## src/rtl/fsel_pkg.sv

```systemverilog
// Constants, field positions and carrier types of the floating-point
// status and exception logic.
// Assumes one core clock; all users reach the names as fsel_pkg::name.
package fsel_pkg;

  // Bit numbers count from the most significant end; P_ names are the
  // vector positions, which count from bit 0 at the least significant end.
  localparam int TOP = 31;
  localparam int P_FX = TOP - 0;
  localparam int P_FEX = TOP - 1;
  localparam int P_VX = TOP - 2;
  localparam int P_OX = TOP - 3;
  localparam int P_UX = TOP - 4;
  localparam int P_ZX = TOP - 5;
  localparam int P_XX = TOP - 6;
  localparam int P_SNAN = TOP - 7;
  localparam int P_ISI = TOP - 8;
  localparam int P_IDI = TOP - 9;
  localparam int P_ZDZ = TOP - 10;
  localparam int P_IMZ = TOP - 11;
  localparam int P_VC = TOP - 12;
  localparam int P_FR = TOP - 13;
  localparam int P_FI = TOP - 14;
  localparam int P_CLASS_HI = TOP - 15;
  localparam int P_CLASS_LO = TOP - 19;
  localparam int P_RSVD = TOP - 20;
  localparam int P_SOFT = TOP - 21;
  localparam int P_SQRT = TOP - 22;
  localparam int P_CVI = TOP - 23;
  localparam int P_VE = TOP - 24;
  localparam int P_OE = TOP - 25;
  localparam int P_UE = TOP - 26;
  localparam int P_ZE = TOP - 27;
  localparam int P_XE = TOP - 28;
  localparam int P_NI = TOP - 29;
  localparam int P_RND_HI = TOP - 30;
  localparam int P_RND_LO = TOP - 31;

  localparam logic [31:0] STAT_RESET = 32'h0000_0000;
  // Invalid-operation category bits and all sticky exception bits.
  localparam logic [31:0] INV_MASK = 32'h01F8_0700;
  localparam logic [31:0] EXC_MASK = 32'h1FF8_0700;

  localparam logic [1:0] RND_NEAREST = 2'h0;
  localparam logic [1:0] RND_ZERO = 2'h1;
  localparam logic [1:0] RND_PLUS_INF = 2'h2;
  localparam logic [1:0] RND_MINUS_INF = 2'h3;

  localparam logic [4:0] CLS_QNAN = 5'h11;
  localparam logic [4:0] CLS_NEG_INF = 5'h09;
  localparam logic [4:0] CLS_NEG_NORM = 5'h08;
  localparam logic [4:0] CLS_NEG_DENORM = 5'h18;
  localparam logic [4:0] CLS_NEG_ZERO = 5'h12;
  localparam logic [4:0] CLS_POS_ZERO = 5'h02;
  localparam logic [4:0] CLS_POS_DENORM = 5'h14;
  localparam logic [4:0] CLS_POS_NORM = 5'h04;
  localparam logic [4:0] CLS_POS_INF = 5'h05;

  typedef enum logic [2:0] {
    KIND_QNAN, KIND_INF, KIND_NORM, KIND_DENORM, KIND_ZERO
  } fsel_kind_t;

  typedef enum logic [1:0] {
    MT_NONE, MT_FIELD, MT_SET, MT_CLR
  } fsel_mt_kind_t;

  typedef struct packed {
    logic snan;
    logic isi;
    logic idi;
    logic zdz;
    logic imz;
    logic vc;
    logic cvi;
    logic sqrt;
    logic zx;
    logic ox;
    logic ux;
    logic xx;
  } fsel_cond_t;

  // Condition pairs that one instruction may raise together.
  localparam logic [11:0] PAIR_XX_OX = 12'h005;
  localparam logic [11:0] PAIR_XX_UX = 12'h003;
  localparam logic [11:0] PAIR_SNAN_IMZ = 12'h880;
  localparam logic [11:0] PAIR_SNAN_VC = 12'h840;
  localparam logic [11:0] PAIR_SNAN_CVI = 12'h820;

  typedef struct packed {
    logic valid;
    fsel_cond_t cond;
    logic sign;
    fsel_kind_t kind;
    logic upd_class;
    logic fr;
    logic fi;
  } fsel_op_t;

  typedef struct packed {
    fsel_mt_kind_t kind;
    logic [7:0] field_mask;
    logic [31:0] data;
    logic [4:0] bit_num;
  } fsel_mt_t;

  typedef struct packed {
    logic valid;
    logic suppress;
    logic write_result;
    logic default_result;
    logic [4:0] trap_value;
    logic flush_zero;
    logic illegal_combo;
  } fsel_resp_t;

endpackage : fsel_pkg

```

## src/rtl/fsel_status_unit.sv

```systemverilog
// Floating-point status and control register with exception detection,
// summary bits, suppress/deliver decision and program exception request.
// Assumes datapath and core logic run on mclk; inputs need no sync.
`timescale 1ns/1ps

// Functional notes
// - Non-IEEE mode flushes denormal results to signed zero.
// - Rounding field selects nearest, zero, plus, minus.
// - Negative and NaN result class encodings.
// - Positive result class encodings, same bit order.
// - Each condition and invalid category has sticky bit.
// - Invalid summary is OR of invalid categories.
// - Zero divide, overflow, underflow, inexact recorded separately.
// - Detection ignores enables and machine state.
// - No governing enable set means default result.
// - Summary set on zero-to-one change or explicit set.
// - Enabled summary set when enabled condition bit set.
// - Completion with summary and mode bits requests exception.
// - Register results independent of machine-state mode bits.
// - Inexact pairs only with overflow or underflow.
// - NaN pairs with multiply-zero, compare, convert only.
// - Enabled invalid or zero divide suppresses destination write.
// - Other conditions still write a destination result.
// - Enable set selects trap value, clear selects default.
// - Enables at bits 24 to 28 in order.
// - Mode bits both clear never raise program exception.
module fsel_status_unit (
  input wire logic mclk,
  input wire logic resetn,
  input wire fsel_pkg::fsel_op_t op,
  input wire fsel_pkg::fsel_mt_t mt,
  input wire logic ni_impl_ok,
  input wire logic fp_exc_mode_hi,
  input wire logic fp_exc_mode_lo,
  output logic [31:0] fp_status_control,
  output logic [1:0] round_select,
  output logic non_ieee_mode,
  output fsel_pkg::fsel_resp_t resp,
  output logic program_exception
);

  logic [31:0] stat_r;
  logic [31:0] stat_nxt;
  logic [31:0] wmask;
  logic [31:0] after_mt;
  logic [31:0] set_vec;
  logic [31:0] new_exc;
  logic [4:0] class_code;
  logic [4:0] enables;
  logic [4:0] raised;
  logic [11:0] cond_bits;
  logic flush;
  logic inv_raised;
  logic mt_fx;
  logic combo_ok;
  fsel_pkg::fsel_resp_t resp_r;
  logic prog_exc_r;

  assign fp_status_control = stat_r;
  assign round_select = stat_r[fsel_pkg::P_RND_HI:fsel_pkg::P_RND_LO];
  assign non_ieee_mode = stat_r[fsel_pkg::P_NI];
  assign resp = resp_r;
  assign program_exception = prog_exc_r;

  // Enables in the order invalid, overflow, underflow, zero divide, inexact.
  assign enables = {stat_r[fsel_pkg::P_VE], stat_r[fsel_pkg::P_OE],
                    stat_r[fsel_pkg::P_UE], stat_r[fsel_pkg::P_ZE],
                    stat_r[fsel_pkg::P_XE]};
  assign cond_bits = op.cond;

  // Raised conditions come from the operation only.
  assign inv_raised = op.cond.snan | op.cond.isi | op.cond.idi |
                      op.cond.zdz | op.cond.imz | op.cond.vc |
                      op.cond.cvi | op.cond.sqrt;
  assign raised = {inv_raised, op.cond.ox, op.cond.ux, op.cond.zx,
                   op.cond.xx};

  assign flush = stat_r[fsel_pkg::P_NI] & ni_impl_ok &
                 (op.kind == fsel_pkg::KIND_DENORM);

  // Result class encoding; a flushed denormal is reported as zero.
  always_comb begin
    case (op.kind)
      fsel_pkg::KIND_QNAN: begin
        class_code = fsel_pkg::CLS_QNAN;
      end
      fsel_pkg::KIND_INF: begin
        class_code = op.sign ? fsel_pkg::CLS_NEG_INF
                             : fsel_pkg::CLS_POS_INF;
      end
      fsel_pkg::KIND_NORM: begin
        class_code = op.sign ? fsel_pkg::CLS_NEG_NORM
                             : fsel_pkg::CLS_POS_NORM;
      end
      fsel_pkg::KIND_DENORM: begin
        if (flush) begin
          class_code = op.sign ? fsel_pkg::CLS_NEG_ZERO
                               : fsel_pkg::CLS_POS_ZERO;
        end else begin
          class_code = op.sign ? fsel_pkg::CLS_NEG_DENORM
                               : fsel_pkg::CLS_POS_DENORM;
        end
      end
      fsel_pkg::KIND_ZERO: begin
        class_code = op.sign ? fsel_pkg::CLS_NEG_ZERO
                             : fsel_pkg::CLS_POS_ZERO;
      end
      default: begin
        class_code = fsel_pkg::CLS_QNAN;
      end
    endcase
  end

  // Only a lone condition or one of the allowed pairs is legal.
  always_comb begin
    combo_ok = ($countones(cond_bits) <= 1) ||
               (cond_bits == fsel_pkg::PAIR_XX_OX) ||
               (cond_bits == fsel_pkg::PAIR_XX_UX);
    if ((cond_bits == fsel_pkg::PAIR_SNAN_IMZ) ||
        (cond_bits == fsel_pkg::PAIR_SNAN_VC) ||
        (cond_bits == fsel_pkg::PAIR_SNAN_CVI)) begin
      combo_ok = 1'b1;
    end
  end

  // Each raised condition lands in its own sticky bit.
  always_comb begin
    set_vec = '0;
    if (op.valid) begin
      set_vec[fsel_pkg::P_SNAN] = op.cond.snan;
      set_vec[fsel_pkg::P_ISI] = op.cond.isi;
      set_vec[fsel_pkg::P_IDI] = op.cond.idi;
      set_vec[fsel_pkg::P_ZDZ] = op.cond.zdz;
      set_vec[fsel_pkg::P_IMZ] = op.cond.imz;
      set_vec[fsel_pkg::P_VC] = op.cond.vc;
      set_vec[fsel_pkg::P_CVI] = op.cond.cvi;
      set_vec[fsel_pkg::P_SQRT] = op.cond.sqrt;
      set_vec[fsel_pkg::P_ZX] = op.cond.zx;
      set_vec[fsel_pkg::P_OX] = op.cond.ox;
      set_vec[fsel_pkg::P_UX] = op.cond.ux;
      set_vec[fsel_pkg::P_XX] = op.cond.xx;
    end
  end

  // Status moves: field moves write whole nibbles, bit moves one bit.
  // The two summaries are derived and never stored from a move.
  always_comb begin
    for (int i = 0; i < 32; i++) begin
      wmask[i] = mt.field_mask[i / 4];
    end
    wmask[fsel_pkg::P_FEX] = 1'b0;
    wmask[fsel_pkg::P_VX] = 1'b0;
    after_mt = stat_r;
    mt_fx = 1'b0;
    case (mt.kind)
      fsel_pkg::MT_FIELD: begin
        after_mt = (stat_r & ~wmask) | (mt.data & wmask);
      end
      fsel_pkg::MT_SET: begin
        after_mt[5'(fsel_pkg::TOP) - mt.bit_num] = 1'b1;
        mt_fx = fsel_pkg::EXC_MASK[5'(fsel_pkg::TOP) - mt.bit_num] &
                ~stat_r[5'(fsel_pkg::TOP) - mt.bit_num];
      end
      fsel_pkg::MT_CLR: begin
        after_mt[5'(fsel_pkg::TOP) - mt.bit_num] = 1'b0;
      end
      default: begin
        after_mt = stat_r;
      end
    endcase
  end

  // An operation's sets are merged after the move, so set beats clear.
  always_comb begin
    new_exc = set_vec & ~stat_r & fsel_pkg::EXC_MASK;
    stat_nxt = after_mt | set_vec;
    if ((new_exc != '0) || mt_fx) begin
      stat_nxt[fsel_pkg::P_FX] = 1'b1;
    end
    if (op.valid && op.upd_class) begin
      stat_nxt[fsel_pkg::P_CLASS_HI:fsel_pkg::P_CLASS_LO] = class_code;
      stat_nxt[fsel_pkg::P_FR] = op.fr;
      stat_nxt[fsel_pkg::P_FI] = op.fi;
    end
    stat_nxt[fsel_pkg::P_RSVD] = 1'b0;
    stat_nxt[fsel_pkg::P_VX] =
      |(stat_nxt & fsel_pkg::INV_MASK);
    stat_nxt[fsel_pkg::P_FEX] =
      (stat_nxt[fsel_pkg::P_VX] & stat_nxt[fsel_pkg::P_VE]) |
      (stat_nxt[fsel_pkg::P_OX] & stat_nxt[fsel_pkg::P_OE]) |
      (stat_nxt[fsel_pkg::P_UX] & stat_nxt[fsel_pkg::P_UE]) |
      (stat_nxt[fsel_pkg::P_ZX] & stat_nxt[fsel_pkg::P_ZE]) |
      (stat_nxt[fsel_pkg::P_XX] & stat_nxt[fsel_pkg::P_XE]);
  end

  always_ff @(posedge mclk or negedge resetn) begin
    if (!resetn) begin
      stat_r <= fsel_pkg::STAT_RESET;
    end else begin
      stat_r <= stat_nxt;
    end
  end

  // Completion answer to the datapath, one cycle after the operation.
  // The mode bits are not consulted here.
  always_ff @(posedge mclk or negedge resetn) begin
    if (!resetn) begin
      resp_r <= '0;
    end else begin
      resp_r.valid <= op.valid;
      resp_r.suppress <= op.valid &
        ((inv_raised & enables[4]) | (op.cond.zx & enables[1]));
      resp_r.write_result <= op.valid &
        ~((inv_raised & enables[4]) | (op.cond.zx & enables[1]));
      resp_r.default_result <= op.valid & (raised != '0) &
        ((raised & enables) == '0);
      resp_r.trap_value <= op.valid ? (raised & enables) : '0;
      resp_r.flush_zero <= op.valid & flush;
      resp_r.illegal_combo <= op.valid & ~combo_ok;
    end
  end

  // Program exception request after an instruction that completes here with FX set and a mode bit on.
  always_ff @(posedge mclk or negedge resetn) begin
    if (!resetn) begin
      prog_exc_r <= 1'b0;
    end else begin
      prog_exc_r <= (op.valid || (mt.kind != fsel_pkg::MT_NONE)) &&
                    stat_nxt[fsel_pkg::P_FX] &&
                    (fp_exc_mode_hi || fp_exc_mode_lo);
    end
  end

endmodule : fsel_status_unit

```

## config.mk

```make
export PLATFORM = sky130hd
export DESIGN_NAME = fsel_status_unit
export DESIGN_NICKNAME = d
export VERILOG_FILES = /design/src/rtl/fsel_pkg.sv /design/src/rtl/fsel_status_unit.sv
export SDC_FILE = /design/constraint.sdc
export NUM_CORES = 1
export LEC_CHECK = 0
export ABC_AREA = 1
export BUFFER_PORTS_ARGS = -buffer_cell sky130_fd_sc_hd__buf_2
export CAP_MARGIN = 20
export CORE_ASPECT_RATIO = 1.5
export CORE_UTILIZATION = 40
export DETAILED_ROUTE_END_ITERATION = 8
export GPL_TIMING_DRIVEN = 0
export MAX_ROUTING_LAYER = met4
export PLACE_DENSITY = 0.68
export SETUP_SLACK_MARGIN = 0.05
export SKIP_LAST_GASP = 1
export SLEW_MARGIN = 20
export SYNTH_ARGS = -nofsm -noshare
export SYNTH_HDL_FRONTEND = slang
export SYNTH_SLANG_ARGS = --single-unit
```

## constraint.sdc

```tcl
create_clock -name mclk -period 1.1 [get_ports mclk]
set_input_delay 0.055 -clock mclk [delete_from_list [all_inputs] [get_ports mclk]]
set_output_delay 0.055 -clock mclk [all_outputs]
set_load 0.05 [all_outputs]
```

Word-level counts from Yosys, hierarchy flattened:

Memory sizes are Yosys's and may differ from the RTL's.
Index checks and enable logic that the tools add are counted.

* $add $sub $neg: 12
* $mul: 0
* shifts and indexed selects: 0
* order comparisons: 3
* reductions and logical operators: 16
* equality and inequality tests: 12
* div/mod/pow operators: 0
* bitwise operators: 42
* multiplexer cells: 19

Operator list (number)
* bitwise AND 32 bit: 3
* one-hot mux 32 bit (3 select lines): 1
* inverter 32 bit: 2
* OR 32 bit: 2
* equality test 12 bit (second input constant): 3
* OR 32 x 29 -> 32 bit: 1
* nonzero test 32 bit: 1
* bitwise AND 29 bit: 1
* inverter 29 bit: 1
* one-hot mux 5 bit (4 select lines): 1
* bitwise AND 1 bit: 16
* two-way mux 5 bit: 3
* adder 1 x 1 -> 2 bit: 6
* equality test 12 x 2 -> 1 bit (second input constant): 1
* equality test 12 x 3 -> 1 bit (second input constant): 1
* two-way mux 4 bit: 3
* OR 1 bit: 12
* two-way mux 10 bit: 1
* adder 2 x 2 -> 3 bit: 3
* OR reduction 9 bit: 1
* logical OR 1 bit: 7
* two-way mux 7 bit: 1
* equality test 3 x 2 -> 1 bit (second input constant): 2
* less-than comparator 5 x 6 -> 1 bit (second input constant): 1
* other kinds (19): 30

* bits in latches: 0
* logic and storage cells: 114
* output and inout bits: 47
* bits of input ports: 72
* register bits after elaboration: 43
* bits in read-only memories: 32
* RAM bits: 0
* memories kept: 1

Memories
* (no name shown): depth 32, bits a word 1, rd ports 1, clocked after memory_dff 0, wr ports 0, RTL line fsel_status_unit.sv:161 `mt_fx = fsel_pkg::EXC_MASK[5'(fsel_pkg::TOP) - mt.bit_num] &`

Logic depth before layout (Yosys ltp):

Gate-level depths: netlist (run 1).

* depth in word-level cells: 15
* depth in mapped cells: 13
* mapped depth without buffers: 13

Worst setup path before layout (run 1):

Ideal clock, no wire load.

* path type: input port to flip-flop
* start: input port op[7] (netlist name)
* end: register resp_r, in the netlist resp[0]
* path slack: -1.939 ns
* library setup time: 0.077 ns
* stages: 13
* arrival: 2.962 ns
* path buffers: 0
* data required time: 1.023 ns
* cells stage by stage: fa_1 -> inv_1 -> fa_1 -> fa_1 -> fa_1 -> inv_1 -> ha_1 -> inv_1 -> fa_1 -> xor2_1 -> nand4_1 -> nand3_1 -> a21oi_1

* cells in the longest elaborated chain, start to end: 10
* elaborated cells on any way between the ends: 17
* classes of those cells: add/sub: 4; order compare: 1; eq/ne: 5; mux: 1; bitwise: 2; reduce/logical: 4

Ends and longest elaborated chain
* from (decl): RTL line fsel_status_unit.sv:30 `input wire fsel_pkg::fsel_op_t op,`
* adder 1 x 1 -> 2 bit (not written as such): RTL line fsel_status_unit.sv:116 `combo_ok = ($countones(cond_bits) <= 1) ||`
* adder 2 x 2 -> 3 bit (not written as such): RTL line fsel_status_unit.sv:116
* adder 3 x 3 -> 4 bit (not written as such): RTL line fsel_status_unit.sv:116
* adder 4 x 3 -> 5 bit (not written as such): RTL line fsel_status_unit.sv:116
* <= comparator 5 x 1 -> 1 bit: RTL line fsel_status_unit.sv:116
* logical OR 1 bit: RTL line fsel_status_unit.sv:116
* logical OR 1 bit: RTL line fsel_status_unit.sv:117 `(cond_bits == fsel_pkg::PAIR_XX_OX) ||`
* two-way mux 1 bit (*): RTL line fsel_status_unit.sv:119 `if ((cond_bits == fsel_pkg::PAIR_SNAN_IMZ) ||`
* inverter 1 bit (*): RTL line fsel_status_unit.sv:219 `resp_r.illegal_combo <= op.valid & ~combo_ok;`
* bitwise AND 1 bit (*): RTL line fsel_status_unit.sv:219
* to (decl): RTL line fsel_status_unit.sv:56 `fsel_pkg::fsel_resp_t resp_r;`

Mark *: on every way between the ends. The rest lies on a longest branch, timed or not.

Final worst setup path (run 1):

* start: input port op[8] (netlist name)
* end: register resp_r, in the netlist resp[0]

The elaborated chain is that of the path after synthesis.

==> flow_metrics.tcl, run 1 <==
set metrics [dict create \
    status "complete, but fails checks" \
    violations "negative setup slack" \
    synth_cells 550 \
    rsz0062_at_grt "true" \
    cts_buffer_depth 2 \
    clkSinkCount 43 \
    fin_ws_ns -1.91 \
    wl_mm 13.2 \
    yosysUniqueCellTypes 37 \
    worst_pin_slew_ns 0.586 \
    final_common_cell "nand2_1" \
    leakage_nw 2.46 \
    required_ns 1.28 \
    fp.dieW_um 79.2 \
    cp-end-kind "flop" \
    worst_ep_arrival_time_ns 3.19 \
    drt-initial-drc-count 259 \
    multi_input_area_mm2 0.00219 \
    dpl_cell_area_mm2 0.00431 \
    met1_usage_pct 32.9 \
    io_pins 119 \
    maxSlewHeadroom_pct 60.9 \
    ir_drop_uv 756 \
    grt_pass1_wl_mm 20.5 \
    antenna_found_initial 0 \
    grt_pass1_vias 4140 \
    ctsRootBufferMaster "clkbuf_16" \
    grt_max_degree 44 \
    cap_violations 0 \
    fin_crit_sh_pct 274 \
    numCtsBuffers 5 \
    fin_crit_ns 3.01 \
    synth_top_area_share_pct 30.1 \
    gr-usage-met2_pct 53.6 \
    postSynthAreaPerCell_um2 6.50 \
    hpwl_mm 10.2 \
    dp.cells 768 \
    whs_ns 0.00521 \
    grt_usage_pct 29.7 \
    regArea_mm2 0.00111 \
    dp_worst_setup_slack_ns -2.34 \
    report.final.setup_viol 10 \
    finClkSkew_ns 0.00318 \
    worst_setup_path_start_kind "input port" \
    ys_seq_area_share_pct 30.1 \
    clkTransAtPathRegs_ns 0.07 \
    wire_per_inst_um 16.6 \
    antenna_left 0 \
    yosys_warnings 0 \
    cp_max_fo 4 \
    synthesis.area_mm2 0.00357 \
    critPathKind "in2reg" \
    setup-tns-final_ns -3.40 \
    layout_common_cells "nand2_1 (145), buf_2 (97), nand3_1 (53), nor2_1 (51), inv_1 (49)" \
    synthTopCellsByArea "dfrtp_1 (30%), nand2_1 (16%), nand3_1 (7.8%)" \
    firstDrtPassIters 7 \
    synth-seq-cells 43 \
    fmax_mhz 332 \
    num_rows 41 \
    die_area_mm2 0.00932 \
    clock_latency_ns 0.29 \
    finalHoldViolations 0 \
    power_density_mw_per_mm2 1380 \
    initial_core_util_pct 42.0 \
    syn2layout_area_growth_pct 34.5 \
    synth_nets 636 \
    stdcell_area_mm2 0.00481 \
    drive_above_1_share_pct 34.9 \
    cts_tree "built" \
    slew_viol_final 0 \
    n_fill_cell 910 \
    overflow 0 \
    dieHeight_um 118 \
    drc 0 \
    viasPerCell 5.46 \
    hold_path.class "in2reg" \
    gp_congestion 0.978 \
    core-area_mm2 0.00852 \
    diodes 0 \
    port_buffers 111 \
    vias 4316 \
    layout.nets 769 \
    instances_no_fill 791 \
    htree_levels 2 \
    grtUsageMet3_pct 3.33 \
    synth_top_area_cell "dfrtp_1" \
    grt.busiest_layer "met2" \
]
## sequential cells by signal, indices dropped and copies added, names as in the netlist
name	cells
resp	11
fp_status_control	31
program_exception	1
## routing by layer
metal	vias up	wire [µm]	share of wire [%]
met5	-	0	0
met3	22	693	5.3
met2	163	7100	54
met4	0	329	2.5
met1	2052	5040	38
li1	2079	-	-
## Yosys cell counts
| cell | n |
|---|---|
| a21boi_0 | 2 |
| o22ai_1 | 9 |
| a31oi_1 | 2 |
| inv_1 | 68 |
| o211ai_1 | 6 |
| nor2_1 | 53 |
| buf_4 | 9 |
| buf_6 | 2 |
| inv_4 | 1 |
| o311ai_0 | 1 |
| nand3_1 | 56 |
| nor2_2 | 6 |
| nand2_2 | 3 |
| xor2_1 | 1 |
| a22oi_1 | 4 |
| nand2_1 | 149 |
| inv_2 | 5 |
| nand3b_1 | 3 |
| nor3_1 | 6 |
| dfrtp_1 | 43 |
| buf_2 | 9 |
| fa_1 | 7 |
| conb_1 | 1 |
| o31ai_1 | 2 |
| ha_1 | 7 |
| and3_1 | 1 |
| o21ai_0 | 41 |
| nor4_1 | 1 |
| clkbuf_1 | 1 |
| o21bai_1 | 1 |
| nand3_2 | 1 |
| a32oi_1 | 1 |
| nand4_1 | 7 |
| a21oi_1 | 38 |
| o221ai_2 | 1 |
| or2_1 | 1 |
| o2111ai_1 | 1 |
## final timing paths
path / from / to / slack, ns / cells past startpoint
worst max-delay path: op[8] / resp[0] / -1.91 / 13
worst min-delay path: op[1] / fp_status_control[18] / 0.005 / 3
worst max register to register: fp_status_control[24] / fp_status_control[30] / -0.36 / 8
worst min register to register: fp_status_control[5] / resp[4] / 0.55 / 2
max in group asynchronous: resetn / fp_status_control[24] / 0.36 / 2
min in group asynchronous: resetn / fp_status_control[10] / 0.30 / 2
## kinds of logic after synthesis
group                      after synthesis  share of synthesized area, %
adders and majority gates               14                          6.37
buffers and inverters                   95                          11.7
DFF                                     43                          30.1
other                                    1                         0.105
AOI/OAI and AO/OA                      109                          17.3
and+or+nand+nor                        287                          34.1
xor gates and xnor gates                 1                         0.245
## area by class of cell
type | instances | area share (%)
Timing Repair Buffer | 126 | 16.2
Clock inverter | 3 | 0.495
Clock buffer | 5 | 2.60
Multi-Input combinational cell | 412 | 45.5
Tap cell | 107 | 2.78
Sequential cell | 43 | 23.1
Buffer | 21 | 3.33
Inverter | 74 | 5.93
## stage by stage
stage                     utilization [%]  total power, W
after floorplan                         -         0.00395
after global placement               50.6         0.00473
after detailed placement             50.6         0.00478
after CTS                            54.3         0.00647
after global routing                 56.5         0.00698
final                                56.5         0.00664
## where the power goes
part	total [W]	internal, W	switching [W]	leakage [nW]
Clock	0.00154	0.000850	0.000686	0.0664
Combinational	0.00307	0.00102	0.00205	1.91
Sequential	0.00203	0.00182	0.000213	0.489
Total	0.00664	0.00368	0.00295	2.46
## worst max-delay path: stages
cell     delay (ns)
buf_6          0.11
fa_1           0.55
inv_2          0.05
fa_1           0.46
fa_1           0.52
fa_1           0.43
inv_2          0.08
ha_4           0.13
inv_2          0.03
fa_2           0.51
nand4_1        0.11
nand3_2        0.12
a21oi_2        0.04
## timing repair
action	in CTS	in global routing
buffers inserted	6	8
gates resized for setup	37	43
endpoints found under the setup margin	18	27
hold buffers	1	1
hold endpoints to repair	44	43
pin swaps	17	23
gates cloned	0	0
No activity file was read; power rests on OpenSTA's default activity.
==> inputs of run 2 (changes only) <==
clock period = 2.75 ns   (was 1.1 ns; I/O delays follow)
==> flow_metrics.tcl, run 2 (synthesis gave the netlist of run 1 again) <==
set metrics [dict create \
    power_density_mw_per_mm2 579 \
    setup-tns-final_ns -0.392 \
    die_area_mm2 0.00932 \
    fp.dieW_um 79.2 \
    vias 4171 \
    grt_pass1_wl_mm 20.4 \
    drc 0 \
    htree_levels 2 \
    fin_ws_ns -0.392 \
    worst_setup_path_start_kind "input port" \
    grt_max_degree 44 \
    initial_core_util_pct 42.0 \
    syn2layout_area_growth_pct 25.3 \
    report.final.setup_viol 1 \
    viasPerCell 5.35 \
    fmax_mhz 318 \
    worst_ep_arrival_time_ns 3.36 \
    finClkSkew_ns 0.00239 \
    diodes 0 \
    critPathKind "in2reg" \
    crit_path_top_delay_cell "fa_1" \
    status "complete, but fails checks" \
    worstHoldStart "mt[7]" \
    layout_common_cells "nand2_1 (149), buf_2 (118), inv_1 (67), nand3_1 (55), nor2_1 (53)" \
    gp_congestion 0.928 \
    worst_pin_slew_ns 0.593 \
    antenna_left 0 \
    worst_path_most_repeated_cell "fa_1" \
    drt-initial-drc-count 322 \
    num_rows 41 \
    largest_register_ffs 31 \
    finalHoldViolations 0 \
    critPathMaxStageDelay_ns 0.57 \
    clkTransAtPathRegs_ns 0.06 \
    numCtsBuffers 5 \
    slew_viol_final 0 \
    required_ns 2.97 \
    hold_path.class "in2reg" \
    layout.nets 757 \
    cap_violations 0 \
    dieHeight_um 118 \
    hpwl_mm 10.1 \
    grt_usage_pct 29.2 \
    clock_latency_ns 0.29 \
    fin_crit_ns 3.14 \
    totalPowerFinal_w 0.00259 \
    port_buffers 111 \
    r2r_slack_ns 1.14 \
    io_pins 119 \
    fin_crit_sh_pct 114 \
    grt_pass1_vias 4226 \
    cp_cell_sequence "buf_2, fa_1, inv_2, fa_1, fa_1, fa_1, inv_1, ha_2, inv_1, fa_2, nand4_1, nand3_2, a21oi_2" \
    cp_max_fo 5 \
    dpl_cell_area_mm2 0.00426 \
    final_common_cell "nand2_1" \
    ir_drop_uv 280 \
    wl_mm 12.7 \
    overflow 0 \
    core-area_mm2 0.00852 \
    cp-end-kind "flop" \
    violations "negative setup slack" \
    worstSetupStartpoint "op[10]" \
    ctsRootBufferMaster "clkbuf_16" \
    stdcell_area_mm2 0.00448 \
    whs_ns 0.0989 \
    wire_per_inst_um 16.3 \
    maxSlewHeadroom_pct 60.4 \
    cts_buffer_depth 2 \
    r2r_start "fp_status_control[24]" \
    rsz0062_at_grt "true" \
    drive_above_1_share_pct 24.1 \
    firstDrtPassIters 5 \
    antenna_found_initial 0 \
    cts_tree "built" \
    leakage_nw 2.41 \
    clkSinkCount 43 \
]
## run 2: per-stage QoR
step | setup WS, ns | instances | util, %
after global routing | -0.452 | 779 | 52.6
after CTS | -0.430 | 778 | 52.4
after floorplan | -0.372 | 550 | -
after detailed placement | -0.835 | 768 | 50.1
after global placement | -0.790 | 768 | 50.1
final | -0.392 | 779 | 52.6
## run 2: cell type report
type | count | area (µm²)
Multi-Input combinational cell | 412 | 2090
Clock buffer | 5 | 125
Buffer | 21 | 139
Tap cell | 107 | 134
Inverter | 74 | 280
Sequential cell | 43 | 1080
Clock inverter | 3 | 43.8
Fill cell | 902 | 4040
Timing Repair Buffer | 114 | 588
## run 2: worst paths after layout
check | endpoint | cells past startpoint
min in group asynchronous | fp_status_control[10] | 2
max in group asynchronous | fp_status_control[28] | 2
worst min register to register | fp_status_control[7] | 2
worst max register to register | fp_status_control[30] | 8
worst max-delay path | resp[0] | 13
worst min-delay path | fp_status_control[2] | 3
## run 2: report_power, final
group | switching (W) | internal [W]
clock | 0.000270 | 0.000429
combinational | 0.000780 | 0.000321
sequential | 0.0000780 | 0.000715
## run 2: per-layer routing
layer	track usage, %	wire [µm]
met3	3.10	651
met4	14.7	528
met5	-	0
met1	31.3	4830
met2	51.9	6720
## run 2: critical path, delay by kind of cell
family	cells	cell delay, ns
AOI/OAI and AO/OA	1	0.14
adders and majority gates	6	2.59
buffers and inverters	4	0.30
and+or+nand+nor	2	0.19
## run 2: timing repair
item,CTS,global route
hold buffers,1,1
endpoints found under the setup margin,1,1
gates resized for setup,5,1
buffers inserted,1,0
pin swaps,5,5
hold endpoints to repair,1,43
==> inputs of run 3 (changes only) <==
PLACE_DENSITY = 0.76   (was 0.68)
==> flow_metrics.tcl, run 3 (synthesis gave the netlist of run 1 again) <==
set metrics [dict create \
    port_buffers 111 \
    diodes 0 \
    drt-initial-drc-count 350 \
    grt_pass1_vias 4192 \
    ctsRootBufferMaster "clkbuf_16" \
    clock_latency_ns 0.29 \
    grt_usage_pct 29.3 \
    rsz0062_at_grt "true" \
    fin_ws_ns -0.366 \
    drc 0 \
    layout_common_cells "nand2_1 (149), buf_2 (116), inv_1 (66), nand3_1 (55), nor2_1 (53)" \
    critPathMaxStageDelay_ns 0.55 \
    multi_input_area_mm2 0.00209 \
    num_rows 41 \
    cp_cell_sequence "buf_4, fa_1, inv_2, fa_1, fa_1, fa_1, inv_1, ha_2, inv_1, fa_2, nand4_1, nand3_2, a21oi_2" \
    violations "negative setup slack" \
    clkSinkCount 43 \
    largest_register_ffs 31 \
    n_fill_cell 886 \
    worst_ep_arrival_time_ns 3.34 \
    cts_buffer_depth 2 \
    slew_viol_final 0 \
    wl_mm 12.8 \
    hold_path.class "in2reg" \
    cap_violations 0 \
    clkTransAtPathRegs_ns 0.07 \
    worst_pin_slew_ns 0.538 \
    fin_crit_sh_pct 113 \
    antenna_found_initial 0 \
    p_sw_w 0.00114 \
    wire_per_inst_um 16.5 \
    worst_setup_path_start_kind "input port" \
    cts_tree "built" \
    numCtsBuffers 5 \
    hpwl_mm 10.1 \
    layout.nets 758 \
    maxSlewHeadroom_pct 64.2 \
    initial_core_util_pct 42.0 \
    finalHoldViolations 0 \
    finClkSkew_ns 0.00519 \
    post-route-util_pct 52.7 \
    final_common_cell "nand2_1" \
    fp.dieW_um 79.2 \
    p_int_w 0.00138 \
    fmax_mhz 321 \
    vias 4278 \
    cp_max_fo 4 \
    leakage_nw 2.40 \
    core-area_mm2 0.00852 \
    antenna_left 0 \
    worst_path_most_repeated_cell "fa_1" \
    firstDrtPassIters 7 \
    required_ns 2.97 \
    power_density_mw_per_mm2 563 \
    dpl_cell_area_mm2 0.00426 \
    overflow 0 \
    dieHeight_um 118 \
    viasPerCell 5.48 \
    die_area_mm2 0.00932 \
    drive_above_1_share_pct 24.4 \
    status "complete, but fails checks" \
    regArea_mm2 0.00108 \
    netSwitchingFraction_pct 45.3 \
    p_seq_share_pct 31.5 \
    grt_pass1_wl_mm 20.5 \
    io_pins 119 \
    critPathKind "in2reg" \
    report.final.setup_viol 1 \
    crit_path_top_delay_cell "fa_1" \
    grt_max_degree 44 \
    power_frac_clock_pct 24.7 \
    htree_levels 2 \
    cp-end-kind "flop" \
    fin_crit_ns 3.12 \
    ir_drop_uv 265 \
    combPwrFrac_pct 43.8 \
    gp_congestion 0.987 \
    stdcell_area_mm2 0.00449 \
    syn2layout_area_growth_pct 25.6 \
]
[run 3: cell types whose count changed in the layout (fill, tap and decap cells not counted), sizes merged]
cell / delta
inv: +1
bufinv: -1
buf: +1
clkinvlp: +2
clkinv: -2
[run 3: path summary, 6_finish.rpt]
kind | startpoint | to | slack [ns] | cells past startpoint
max | op[8] | resp[0] | -0.37 | 13
min | op[1] | fp_status_control[18] | 0.09 | 3
max reg2reg | fp_status_control[23] | fp_status_control[30] | 1.15 | 8
min reg2reg | fp_status_control[4] | fp_status_control[4] | 0.56 | 2
max in group asynchronous | resetn | program_exception | 2.01 | 3
min in group asynchronous | resetn | fp_status_control[10] | 0.26 | 2
[run 3: worst max-delay path, delay by kind of cell]
kind | cells | cell delay [ns]
AOI/OAI and AO/OA | 1 | 0.14
buffers and inverters | 4 | 0.28
adders and majority gates | 6 | 2.57
and+or+nand+nor | 2 | 0.20
[run 3: cell type report]
type / instances / area share (%)
plain buffers: 21 / 3.10
clock buffers: 5 / 2.79
clock inverters: 3 / 0.530
inverters: 74 / 6.25
multi-input cells: 412 / 46.6
flip-flops and latches: 43 / 24.0
well taps: 107 / 2.98
repair buffers: 115 / 13.7
[run 3: through the flow]
stage | TNS, ns | instances | setup WS [ns] | total power, W | hold slack [ns]
final | -0.366 | 780 | -0.366 | 0.00252 | 0.0861
after global routing | -0.446 | 780 | -0.446 | 0.00266 | 0.104
after CTS | -0.424 | 777 | -0.424 | 0.00251 | 0.0386
after detailed placement | -0.788 | 768 | -0.788 | 0.00188 | 0.262
after global placement | -0.786 | 768 | -0.786 | 0.00186 | 0.258
after floorplan | -0.372 | 550 | -0.372 | 0.00156 | -0.158
[run 3: metal layers]
metal  GRT usage (%)  share of wire (%)  up-vias
met5               -                  0        -
met1            32.0                 39     2006
met4            17.0                4.6        0
met2            50.5                 51      189
met3            3.10                5.4       41
li1                -                  -     2042
[run 3: timing repair]
item | 4_1_cts | 5_1_grt
hold buffers | 1 | 1
endpoints found under the setup margin | 1 | 1
gates resized for setup | 11 | 0
pin swaps | 7 | 4
hold endpoints to repair | 1 | 11
gates cloned | 0 | 0
setup buffers | 0 | 1
[run 3: power by group through the flow]
stage	Clock [W]	Sequential, W	Combinational, W
after global routing	0.000648	0.000806	0.00121
after global placement	0	0.000802	0.00106
after floorplan	0	0.00108	0.000471
after detailed placement	0	0.000805	0.00108
after CTS	0.000623	0.000794	0.00110
final	0.000624	0.000796	0.00111
